### config.mk
export PLATFORM = sky130hd
export DESIGN_NAME = twi_status_ctrl
export DESIGN_NICKNAME = d
export VERILOG_FILES = /design/src/twi_status_pkg.sv /design/src/twi_bus_cond.sv /design/src/twi_clk_div.sv /design/src/twi_status_ctrl.sv
export SDC_FILE = /design/constraint.sdc
export NUM_CORES = 1
export LEC_CHECK = 0
export BUFFER_PORTS_ARGS = -buffer_cell sky130_fd_sc_hd__buf_2
export CAP_MARGIN = 20
export CORE_MARGIN = 1
export CORE_UTILIZATION = 59
export DETAILED_ROUTE_END_ITERATION = 6
export PLACE_DENSITY_LB_ADDON = 0.05
export SLEW_MARGIN = 20
export SYNTH_ARGS = -nofsm -noshare
export SYNTH_HDL_FRONTEND = slang
export SYNTH_SLANG_ARGS = --single-unit
### constraint.sdc
create_clock -name i_core_clk -period 5.6 [get_ports i_core_clk]
set_input_delay 1.12 -clock i_core_clk [delete_from_list [all_inputs] [get_ports i_core_clk]]
set_output_delay 1.12 -clock i_core_clk [all_outputs]
set_load 0.1 [all_outputs]
### src/twi_status_pkg.sv
// Constants, field layouts and carriers for the two-wire status and clock block.
// Assumes a CPU that reaches the status/control and clock-select registers by strobes.
package twi_status_pkg;

    // Status/control bit positions
    localparam int S1_MST = 7;
    localparam int S1_TRX = 6;
    localparam int S1_BB = 5;
    localparam int S1_PIN = 4;
    localparam int S1_ESO = 3;
    localparam int S1_BC_MSB = 2;

    // Clock-select field positions
    localparam int S2_CODE_MSB = 4;
    localparam int S2_ASC = 5;
    localparam int S2_ACK = 6;

    // Special command values
    localparam logic [7:0] S1_NOISE_CLEAR = 8'h18;

    // Reset values
    localparam logic [4:0] CODE_RESET = 5'h00;
    localparam logic [2:0] BC_RESET = 3'h0;

    localparam int DIV_W = 13;

    typedef struct packed {
        logic byte_done;
        logic addr_valid;
        logic addr_rw;
        logic addr_sent_rw;
        logic first_byte;
        logic arb_lost;
        logic last_bit;
        logic general_call;
    } xfer_event_t;

    typedef struct packed {
        logic start;
        logic stop;
    } bus_cond_t;

    // Divisor for each clock code; zero marks a forbidden code
    function automatic logic [DIV_W-1:0] divisor_of(input logic [4:0] code);
        logic [DIV_W-1:0] d;
        d = 13'h0000;
        unique case (code)
            5'h00: d = 13'h0000;
            5'h01: d = 13'h0027;
            5'h02: d = 13'h002D;
            5'h03: d = 13'h0033;
            5'h04: d = 13'h003F;
            5'h05: d = 13'h004B;
            5'h06: d = 13'h0057;
            5'h07: d = 13'h0063;
            5'h08: d = 13'h007B;
            5'h09: d = 13'h0093;
            5'h0A: d = 13'h00AB;
            5'h0B: d = 13'h00C3;
            5'h0C: d = 13'h00F3;
            5'h0D: d = 13'h0123;
            5'h0E: d = 13'h0153;
            5'h0F: d = 13'h0183;
            5'h10: d = 13'h01E3;
            5'h11: d = 13'h0243;
            5'h12: d = 13'h02A3;
            5'h13: d = 13'h0303;
            5'h14: d = 13'h03C3;
            5'h15: d = 13'h0483;
            5'h16: d = 13'h0543;
            5'h17: d = 13'h0603;
            5'h18: d = 13'h0783;
            5'h19: d = 13'h0903;
            5'h1A: d = 13'h0A83;
            5'h1B: d = 13'h0C03;
            5'h1C: d = 13'h0F03;
            5'h1D: d = 13'h1203;
            5'h1E: d = 13'h1503;
            5'h1F: d = 13'h1803;
        endcase
        return d;
    endfunction

endpackage

### src/twi_bus_cond.sv
// Synchronises the bus clock and data pins and finds start and stop conditions.
// Assumes raw pin levels from outside the clock domain.
`timescale 1ns/1ps
module twi_bus_cond
    import twi_status_pkg::*;
(
    input wire logic i_core_clk,
    input wire logic i_rst,
    input wire logic i_scl,
    input wire logic i_sda,
    output bus_cond_t o_cond
);
    logic [1:0] scl_sync;
    logic [1:0] sda_sync;
    logic sda_prev;
    bus_cond_t next_cond;

    always_comb begin
        next_cond.start = scl_sync[1] && sda_prev && !sda_sync[1];
        next_cond.stop = scl_sync[1] && !sda_prev && sda_sync[1];
    end

    always_ff @(posedge i_core_clk or posedge i_rst) begin
        if (i_rst) begin
            scl_sync <= 2'h3;
            sda_sync <= 2'h3;
            sda_prev <= 1'b1;
            o_cond <= '0;
        end else begin
            scl_sync <= {scl_sync[0], i_scl};
            sda_sync <= {sda_sync[0], i_sda};
            sda_prev <= sda_sync[1];
            o_cond <= next_cond;
        end
    end
endmodule

### src/twi_clk_div.sv
// Bus clock generator: divides the core clock by the selected divisor.
// Assumes the code and symmetry option are stable while running.
`timescale 1ns/1ps
module twi_clk_div
    import twi_status_pkg::*;
(
    input wire logic i_core_clk,
    input wire logic i_rst,
    input wire logic i_run,
    input wire logic [4:0] i_code,
    input wire logic i_asym,
    output logic o_scl_high
);
    logic [DIV_W-1:0] count;
    logic [DIV_W-1:0] next_count;
    logic next_high;
    logic [DIV_W-1:0] div;
    logic [DIV_W-1:0] low_len;

    always_comb begin
        div = divisor_of(i_code);
        low_len = i_asym ? (div >> 2) : (div >> 1);
        next_count = count;
        next_high = 1'b1;
        if (i_run && div != 13'h0000) begin
            next_count = (count >= div - 13'h0001) ? 13'h0000 : count + 13'h0001;
            next_high = next_count >= low_len;
        end else begin
            next_count = 13'h0000;
        end
    end

    always_ff @(posedge i_core_clk or posedge i_rst) begin
        if (i_rst) begin
            count <= '0;
            o_scl_high <= 1'b1;
        end else begin
            count <= next_count;
            o_scl_high <= next_high;
        end
    end
endmodule

### src/twi_status_ctrl.sv
// Status/control and clock-select registers of the two-wire interface.
// Assumes a shift engine that reports byte, address and arbitration events.
`timescale 1ns/1ps
module twi_status_ctrl
    import twi_status_pkg::*;
(
    input wire logic i_core_clk,
    input wire logic i_rst,
    input wire logic i_s1_wr,
    input wire logic i_s2_wr,
    input wire logic i_s0_access,
    input wire logic [7:0] i_wdata,
    input wire logic i_always_selected,
    input xfer_event_t i_evt,
    input wire logic i_scl,
    input wire logic i_sda,
    output logic [7:0] o_s1_rdata,
    output logic o_scl_out,
    output logic o_scl_oe,
    output logic o_start_gen,
    output logic o_stop_gen,
    output logic o_interface_enable,
    output logic [2:0] o_bit_count,
    output logic o_ack_enable
);
    logic master_select, transmit_select, bus_busy_flag, pin_n;
    logic interface_enable, arbitration_lost_flag, addressed_as_slave_flag;
    logic general_call_flag, last_bit_flag, slave_active, arb_pend;
    logic [2:0] bit_count;
    logic [4:0] clock_divisor_code;
    logic asym, ack_en;
    logic next_mst, next_trx, next_bb, next_pin_n, next_eso, next_al, next_aas;
    logic next_ad0, next_lrb, next_slave_active, next_arb_pend;
    logic [2:0] next_bc;
    logic [4:0] next_code;
    logic next_asym, next_ack;
    logic next_start, next_stop, next_scl_oe;
    logic cancel, wr_ok, noise_clear;
    bus_cond_t cond;
    logic scl_high;

    twi_bus_cond u_cond (
        .i_core_clk(i_core_clk),
        .i_rst(i_rst),
        .i_scl(i_scl),
        .i_sda(i_sda),
        .o_cond(cond)
    );

    twi_clk_div u_div (
        .i_core_clk(i_core_clk),
        .i_rst(i_rst),
        .i_run(interface_enable && master_select && pin_n),
        .i_code(clock_divisor_code),
        .i_asym(asym),
        .o_scl_high(scl_high)
    );

    always_comb begin
        next_mst = master_select;
        next_trx = transmit_select;
        next_bb = bus_busy_flag;
        next_pin_n = pin_n;
        next_eso = interface_enable;
        next_al = arbitration_lost_flag;
        next_aas = addressed_as_slave_flag;
        next_ad0 = general_call_flag;
        next_lrb = last_bit_flag;
        next_slave_active = slave_active;
        next_arb_pend = arb_pend;
        next_bc = bit_count;
        next_code = clock_divisor_code;
        next_asym = asym;
        next_ack = ack_en;
        next_start = 1'b0;
        next_stop = 1'b0;
        cancel = 1'b0;
        noise_clear = i_s1_wr && bus_busy_flag && !master_select && !addressed_as_slave_flag
            && i_wdata == S1_NOISE_CLEAR;
        wr_ok = i_s1_wr && (!bus_busy_flag || master_select || addressed_as_slave_flag);
        if (i_s2_wr) begin
            next_code = i_wdata[S2_CODE_MSB:0];
            next_asym = i_wdata[S2_ASC];
            next_ack = i_wdata[S2_ACK];
        end
        if (i_s1_wr) begin
            next_eso = i_wdata[S1_ESO];
        end
        if (noise_clear) begin
            next_bb = 1'b0;
        end
        if (wr_ok && i_wdata[S1_ESO]) begin
            next_bc = i_wdata[S1_BC_MSB:0];
            cancel = i_wdata[S1_PIN];
            if (i_wdata[S1_BB] && i_wdata[S1_MST]) begin
                if (bus_busy_flag && !master_select) begin
                    next_al = 1'b1;
                    next_arb_pend = 1'b1;
                    next_mst = 1'b0;
                    next_trx = 1'b0;
                end else begin
                    next_start = 1'b1;
                    next_mst = 1'b1;
                    next_trx = i_wdata[S1_TRX];
                end
            end else if (!i_wdata[S1_BB] && master_select) begin
                next_stop = 1'b1;
                next_mst = 1'b0;
                next_trx = 1'b0;
            end else begin
                next_mst = i_wdata[S1_MST];
                next_trx = i_wdata[S1_TRX];
            end
        end
        if (i_s0_access && interface_enable) begin
            cancel = 1'b1;
        end
        if (cancel) begin
            next_pin_n = 1'b1;
            next_al = 1'b0;
            next_aas = 1'b0;
        end
        if (i_s1_wr && i_wdata[S1_ESO] && i_wdata[S1_BB] && i_wdata[S1_MST] && bus_busy_flag && !master_select) begin
            next_al = 1'b1;
            next_arb_pend = 1'b1;
            next_mst = 1'b0;
            next_trx = 1'b0;
        end
        if (interface_enable) begin
            if (cond.start) begin
                next_bb = 1'b1;
                next_ad0 = 1'b0;
                next_slave_active = 1'b0;
            end
            if (cond.stop) begin
                next_bb = 1'b0;
                next_ad0 = 1'b0;
                next_slave_active = 1'b0;
            end
            if (i_evt.arb_lost && master_select) begin
                next_al = 1'b1;
                next_arb_pend = 1'b1;
                next_mst = 1'b0;
                next_trx = 1'b0;
            end
            if (i_evt.addr_valid && !master_select && !i_always_selected) begin
                next_aas = 1'b1;
                next_slave_active = 1'b1;
                next_pin_n = 1'b0;
                if (i_evt.addr_rw) begin
                    next_trx = 1'b1;
                end
            end
            if (i_evt.general_call) begin
                next_ad0 = 1'b1;
            end
            if (i_evt.first_byte && i_always_selected && !master_select) begin
                next_aas = 1'b1;
            end
            if (i_evt.addr_sent_rw && master_select && !i_always_selected) begin
                next_trx = 1'b0;
            end
            if (i_evt.byte_done) begin
                next_lrb = i_evt.last_bit;
                if (master_select || i_always_selected || slave_active || arb_pend) begin
                    next_pin_n = 1'b0;
                    next_arb_pend = 1'b0;
                end
            end
        end
        next_scl_oe = next_eso && (!next_pin_n || (next_mst && !scl_high));
    end

    always_ff @(posedge i_core_clk or posedge i_rst) begin
        if (i_rst) begin
            master_select <= 1'b0;
            transmit_select <= 1'b0;
            bus_busy_flag <= 1'b0;
            pin_n <= 1'b1;
            interface_enable <= 1'b0;
            arbitration_lost_flag <= 1'b0;
            addressed_as_slave_flag <= 1'b0;
            general_call_flag <= 1'b0;
            last_bit_flag <= 1'b0;
            slave_active <= 1'b0;
            arb_pend <= 1'b0;
            bit_count <= BC_RESET;
            clock_divisor_code <= CODE_RESET;
            asym <= 1'b0;
            ack_en <= 1'b0;
            o_start_gen <= 1'b0;
            o_stop_gen <= 1'b0;
            o_scl_oe <= 1'b0;
            o_s1_rdata <= 8'h10;
        end else begin
            master_select <= next_mst;
            transmit_select <= next_trx;
            bus_busy_flag <= next_bb;
            pin_n <= next_pin_n;
            interface_enable <= next_eso;
            arbitration_lost_flag <= next_al;
            addressed_as_slave_flag <= next_aas;
            general_call_flag <= next_ad0;
            last_bit_flag <= next_lrb;
            slave_active <= next_slave_active;
            arb_pend <= next_arb_pend;
            bit_count <= next_bc;
            clock_divisor_code <= next_code;
            asym <= next_asym;
            ack_en <= next_ack;
            o_start_gen <= next_start;
            o_stop_gen <= next_stop;
            o_scl_oe <= next_scl_oe;
            o_s1_rdata <= {next_mst, next_trx, next_bb, next_pin_n, next_al, next_aas, next_ad0, next_lrb};
        end
    end

    assign o_scl_out = 1'b0;
    assign o_interface_enable = interface_enable;
    assign o_bit_count = bit_count;
    assign o_ack_enable = ack_en;

    chk_stop_clears_roles: assert property (@(posedge i_core_clk) disable iff (i_rst)
        (i_s1_wr && i_wdata == 8'hD8 && master_select) |=> (o_stop_gen && !master_select && !transmit_select))
        else $error("stop write did not clear roles");
    chk_slave_turns_tx: assert property (@(posedge i_core_clk) disable iff (i_rst)
        (interface_enable && i_evt.addr_valid && i_evt.addr_rw && !master_select && !i_always_selected)
        |=> transmit_select && !pin_n)
        else $error("slave did not become transmitter");
    chk_master_turns_rx: assert property (@(posedge i_core_clk) disable iff (i_rst)
        (interface_enable && i_evt.addr_sent_rw && master_select && !i_always_selected && !i_evt.arb_lost
        && !i_s1_wr) |=> !transmit_select)
        else $error("master did not become receiver");
    chk_byte_interrupt: assert property (@(posedge i_core_clk) disable iff (i_rst)
        (interface_enable && i_evt.byte_done && (master_select || i_always_selected)) |=> !pin_n)
        else $error("no interrupt after byte");
    chk_stretch_low: assert property (@(posedge i_core_clk) disable iff (i_rst)
        (!pin_n && interface_enable) |-> o_scl_oe)
        else $error("clock not held low while pending");
    chk_data_cancel: assert property (@(posedge i_core_clk) disable iff (i_rst)
        (i_s0_access && interface_enable && !i_evt.byte_done && !i_evt.addr_valid && !i_evt.arb_lost && !i_s1_wr)
        |=> pin_n && !arbitration_lost_flag)
        else $error("data access did not cancel");
    chk_busy_inhibit: assert property (@(posedge i_core_clk) disable iff (i_rst)
        (i_s1_wr && bus_busy_flag && !master_select && !addressed_as_slave_flag && !i_evt.arb_lost)
        |=> $stable(transmit_select) || $past(i_evt.addr_valid, 1))
        else $error("write accepted on busy bus");
    chk_noise_clear: assert property (@(posedge i_core_clk) disable iff (i_rst)
        (i_s1_wr && i_wdata == 8'h18 && bus_busy_flag && !master_select && !addressed_as_slave_flag
        && !cond.start) |=> !bus_busy_flag)
        else $error("noise clear write failed");
    chk_busy_start_lost: assert property (@(posedge i_core_clk) disable iff (i_rst)
        (i_s1_wr && i_wdata[S1_ESO] && i_wdata[S1_BB] && i_wdata[S1_MST] && bus_busy_flag && !master_select
        ) |=> arbitration_lost_flag && !master_select && !o_start_gen)
        else $error("start on busy bus not refused");
    chk_arb_lost: assert property (@(posedge i_core_clk) disable iff (i_rst)
        (interface_enable && i_evt.arb_lost && master_select) |=> arbitration_lost_flag && !master_select)
        else $error("arbitration loss not taken");

    cov_master_stop: cover property (@(posedge i_core_clk) disable iff (i_rst) o_start_gen ##[1:300] o_stop_gen);
    cov_slave_tx: cover property (@(posedge i_core_clk) disable iff (i_rst)
        addressed_as_slave_flag && transmit_select);
    cov_arb_irq: cover property (@(posedge i_core_clk) disable iff (i_rst)
        arbitration_lost_flag && !pin_n);
endmodule

Word-level counts from Yosys, hierarchy flattened:

Memory sizes are Yosys's and may differ from the RTL's.
Cells that the tools add are included.

* bits in registers: 53
* memory bits (read-only): 416
* input bits: 24
* output and inout bits: 17
* logic and storage cells: 147
* memories kept: 1

* add/subtract/negate cells: 2
* magnitude comparators: 2
* equal/unequal tests: 1
* muxes and demuxes: 66
* reduce and logical (&&, ||, !) cells: 49

Memories
* (no name shown): depth 32, bits a word 13, read ports 1, clocked after memory_dff 0, write ports 0, line twi_status_pkg.sv:47 `unique case (code)`

Operator list (count)
* $mux W1: 63
* $logic_and A1 B1 Y1: 31
* $ge A13 B13 Y1: 2
* $mux W13: 2
* $add A13 B1 Y13 const B: 1
* $reduce_bool A13 Y1: 1
* $sub A13 B1 Y13 const B: 1
* $mux W12: 1
* $logic_not A1 Y1: 9
* $eq A8 B5 Y1 const B: 1
* $logic_or A1 B1 Y1: 6
* $reduce_bool A3 Y1: 1
* $reduce_and A2 Y1: 1

Logic depth before layout (Yosys ltp):

* depth in word-level cells: 15
* gate-level depth with buffers: 24
* depth with buffers taken out: 22

Hierarchy:

A second synthesis with hierarchy kept.

* cells, all modules: 352
* area total of the unflattened synthesis: 3433.3 sq um

By module, submodules not included
* twi_clk_div: instances 1, cells each 239, area each 2068.2 sq um, sequential area each 351.6 sq um
* twi_status_ctrl: instances 1, cells each 103, area each 1162.4 sq um, sequential area each 601.8 sq um
* twi_bus_cond: instances 1, cells each 10, area each 202.7 sq um, sequential area each 181.4 sq um

Least setup slack after synthesis:

OpenSTA, ideal clock, no wires.

* path kind: reg-to-reg
* start point: register clock_divisor_code[0]
* end point: register u_div.o_scl_high
* setup time: 0.094 ns
* data arrival time: 4.770 ns
* required time: 5.506 ns
* path slack: 0.736 ns
* cell stages (with the launch flop): 22
* path buffers: 2
* period minus slack after synthesis: 4.864 ns
* cell sequence: dfrtp_1 > buf_2 > inv_1 > ha_1 > inv_1 > o21ai_0 > o22ai_2 > nor4_4 > nand3_1 > xor2_1 > ha_1 > a21o_1 > a211o_1 > a2111oi_1 > a21oi_1 > clkbuf_1 > nor2_1 > ha_1 > o21a_1 > o21a_1 > o22ai_1 > or4b_1

* word-level cells in the longest chain between the ends: 6
* elaborated cells between the ends (all ways): 9
* those cells by class: 1 x add/sub; 2 x order compare; 3 x mux; 2 x reduce/logical; 1 x memory

RTL lines
* start, declared: line twi_status_ctrl.sv:30 `logic [4:0] clock_divisor_code;`
* start signal, assigned: line twi_status_ctrl.sv:208 `clock_divisor_code <= next_code;`
* $mem_v2 Z32 W13 (*)
* $sub A13 B1 Y13: line twi_clk_div.sv:26 `next_count = (count >= div - 13'h0001) ? 13'h0000 : count + 13'h0001;`
* $ge A13 B13 Y1: line twi_clk_div.sv:26
* $mux W13: line twi_clk_div.sv:26
* $ge A13 B13 Y1: line twi_clk_div.sv:27 `next_high = next_count >= low_len;`
* $mux W1 (*): line twi_clk_div.sv:25 `if (i_run && div != 13'h0000) begin`
* via u_div.next_high: line twi_clk_div.sv:16 `logic next_high;`
* end signal, assigned: line twi_clk_div.sv:39 `o_scl_high <= next_high;`
* end, declared: line twi_clk_div.sv:12 `output logic o_scl_high`

Mark *: on every way through the listed nets, which the timed path passes. The rest lies on a longest branch.
A chain may end at the register's enable or synchronous reset.

Final worst setup path:

* start point: register clock_divisor_code[1]
* end point: register u_div.o_scl_high

Same word-level chain as after synthesis.

==> flow_summary.yaml <==
yosys:
  syn_avg_cell_area_um2: 9.11
  yosys_warnings: 0
  synth_top_family_by_area: "simple AND/OR/NAND/NOR gates"
  synth_fp_nets: 418
  yosysTopAreaCell: "dfrtp_1"
  synthAdderAreaFrac_pct: 11.7
  synth_compound_area_share_pct: 15.7
  synthMuxAreaShare_pct: 5.41
  synth-main-ff-cell: "dfrtp_1"
  ys_seq_elements: 45
  ys_types: 58
  synth_xor_xnor_area_share_pct: 5.03
  yosys.area.top_type_share_pct: 28.7
  synth_area_leaders: "dfrtp_1, ha_1, nor2_1"
  syn_area_um2: 3310
  yosysSeqAreaShare_pct: 34.3
  synthArstFlopShare_pct: 100
  synth_edf_count: 0
  synth_cells: 363
  synth-simple-area-share_pct: 21.0
setup_path:
  crit_path_max_incr_delay_ps: 480
  crit_top_cell: "ha_1"
  slowest_stage: "dfrtp_1"
  worst_setup_path_start_kind: "flip-flop"
  crit_path_cell_trace: "inv_1, ha_1, nand2b_1, nor2_1, ha_1, nand4_2, nor4_4, nand3_1, xor2_1, ha_1, a21o_1, a211o_1, a2111oi_1, a21oi_2, nand2b_1, ha_1, inv_1, a21boi_0, o21ai_0, a21oi_1, o22ai_1, or4b_1"
  cp_num_buf_inv: 2
  cp_top_family: "simple AND/OR/NAND/NOR gates"
  critPathCaptureType: "flip-flop"
  critical_path_class: "flip-flop to flip-flop"
  crit_arrival_ps: 5420
  crit_required_ps: 5820
  path_max_fanout: 14
cells_and_area:
  layout_commonest_cell: "nor2_1"
  area_growth_pct: 7.60
  drive_above_1_share_pct: 19.9
  finalInstanceArea_um2: 3560
  nNetsFinal: 440
  insertedDiodeCount: 0
  final_cell_mix: "nor2_1, buf_2, dfrtp_1"
  fillCellCount: 436
timing:
  max_slew_margin_pct: 39.3
  rsz0062_at_grt: "no"
  fin_crit_sh_pct: 92.8
  timing.final.ws_setup_ps: 406
  fmax_mhz: 193
  slew_viol_final: 0
  setup_tns_ps: 0
  fin_skew_ps: 10.7
  tightest_slew_ps: 909
  period_minus_slack_ps: 5190
  setup_viol: 0
  hold_viol: 0
placement:
  hpwlAfterDp_mm: 5.39
  gp_routability_congestion: 0.834
  place_ws_ps: 320
  port_buffers: 39
  place_area_um2: 3440
clock_tree:
  cts_resized: 0
  cts_setup_buffers: 0
  root_buffer: "clkbuf_8"
  h-tree-depth: 2
  cts_hold_buf: 0
  clock_latency_ps: 300
  path_clk_slew_ps: 90
  cts_tree: "built"
  cts_num_sinks: 45
  cts_buffers: 5
  cts_buffer_depth: 2
die:
  io_pins: 41
  start_util_pct: 63.2
  placementRows: 26
  die_x_um: 76.9
  core_um2: 5240
  die_h_um: 76.9
  die_area_um2: 5910
routing:
  firstDrtPassIters: 4
  ant_nets: 0
  viasPerCell: 5.65
  drc: 0
  drt-total-wl_mm: 6.97
  drtIter0Drc: 135
  wl_per_cell_um: 15.3
  route.vias.total: 2577
outcome:
  status: "complete, no violations"
pwr:
  ir_worst_vdd_uv: 278
  netSwitchingPower_mw: 0.559
  p_sw_share_pct: 46.5
  pwr-share-clk_pct: 21.3
  powerDensity_nw_per_um2: 338
  intPower_mw: 0.643
  pwr-share-seq_pct: 35.1
  p_leak_nw: 1.68
  combPwrFrac_pct: 43.7
  total_power_mw: 1.20
grt:
  grt_usage_pct: 25.9
  grt_pass1_vias: 2528
  grt-ovfl-total: 0
  grt_antenna_before_repair: 0
  grt_max_degree: 46
  grt_pass1_wl_mm: 12.1
worst_hold_path:
  hp-class: "flip-flop to flip-flop"
flow_run:
  drv_cap: 0
## final cells by class
type / instances / area, um2 / share of cell area, %
clock inverters: 3 / 50.0 / 1.41
clock buffers: 5 / 68.8 / 1.93
flip-flops and latches: 45 / 1130 / 31.9
well taps: 70 / 87.6 / 2.46
multi-input cells: 279 / 1960 / 54.9
repair buffers: 42 / 218 / 6.12
inverters: 12 / 45.0 / 1.27
## metrics by stage
stage	hold WS (ps)	instances	utilization (%)
6_report	365	456	68.0
4_1_cts	366	456	67.9
2_1_floorplan	345	363	-
5_1_grt	369	456	68.0
3_3_place_gp	349	448	65.6
3_5_place_dp	352	448	65.6
## layer usage
metal / up-vias / track usage, % / routed length, um
met3: 10 / 3.93 / 241
li1: 1307 / - / -
met2: 51 / 40.5 / 3140
met4: 0 / 7.69 / 91
met5: - / 0 / 0
met1: 1209 / 36.9 / 3500
## Yosys cell counts, drive strengths merged, types with 6 or more instances
cell type and instances:
a21oi 18, buf 19, clkbuf 8, dfrtp 38, dfstp 7, ha 31
inv 12, mux2 7, mux2i 10, nand2 29, nand2b 8, nand3 17
nor2 52, o21ai 14, xnor2 6, xor2 13
## power groups by stage
stage / sequential, mW / clock, mW / combinational, mW
6_report: 0.421 / 0.256 / 0.525
2_1_floorplan: 0.483 / 0 / 0.408
3_3_place_gp: 0.426 / 0 / 0.516
5_1_grt: 0.429 / 0.271 / 0.564
4_1_cts: 0.421 / 0.262 / 0.524
3_5_place_dp: 0.428 / 0 / 0.523
## registers in the layout, indices dropped and copies added, names as in the netlist, 2 cells and up
signal / count
clock_divisor_code: 5
u_cond.o_cond: 2
o_bit_count: 3
o_s1_rdata: 7
u_cond.scl_sync: 2
u_div.count: 13
u_cond.sda_sync: 2
## final timing paths
| path | cells past startpoint | to | slack (ps) | startpoint |
|---|---|---|---|---|
| worst max-delay path | 22 | u_div.o_scl_high$_DFF_PP1_ | 410 | clock_divisor_code[1]$_DFFE_PP0P_ |
| worst min-delay path | 0 | u_cond.sda_sync[1]$_DFF_PP1_ | 360 | u_cond.sda_sync[0]$_DFF_PP1_ |
| worst max register to register | 22 | u_div.o_scl_high$_DFF_PP1_ | 410 | clock_divisor_code[1]$_DFFE_PP0P_ |
| worst min register to register | 0 | u_cond.sda_sync[1]$_DFF_PP1_ | 360 | u_cond.sda_sync[0]$_DFF_PP1_ |
| max in group asynchronous | 2 | clock_divisor_code[4]$_DFFE_PP0P_ | 4020 | i_rst |
| min in group asynchronous | 2 | u_div.count[8]$_DFF_PP0_ | 1010 | i_rst |
## logic make-up (layout without fill, tap and decap cells)
| family | count (synthesis) | count (layout) |
|---|---|---|
| xor gates and xnor gates | 19 | 19 |
| AOI/OAI and AO/OA | 70 | 70 |
| adders and majority gates | 31 | 31 |
| buffers and inverters | 39 | 62 |
| other | 1 | 1 |
| muxes | 17 | 17 |
| and+or+nand+nor | 141 | 141 |
| DFF | 45 | 45 |
No activity file was read; power rests on OpenSTA's default activity.
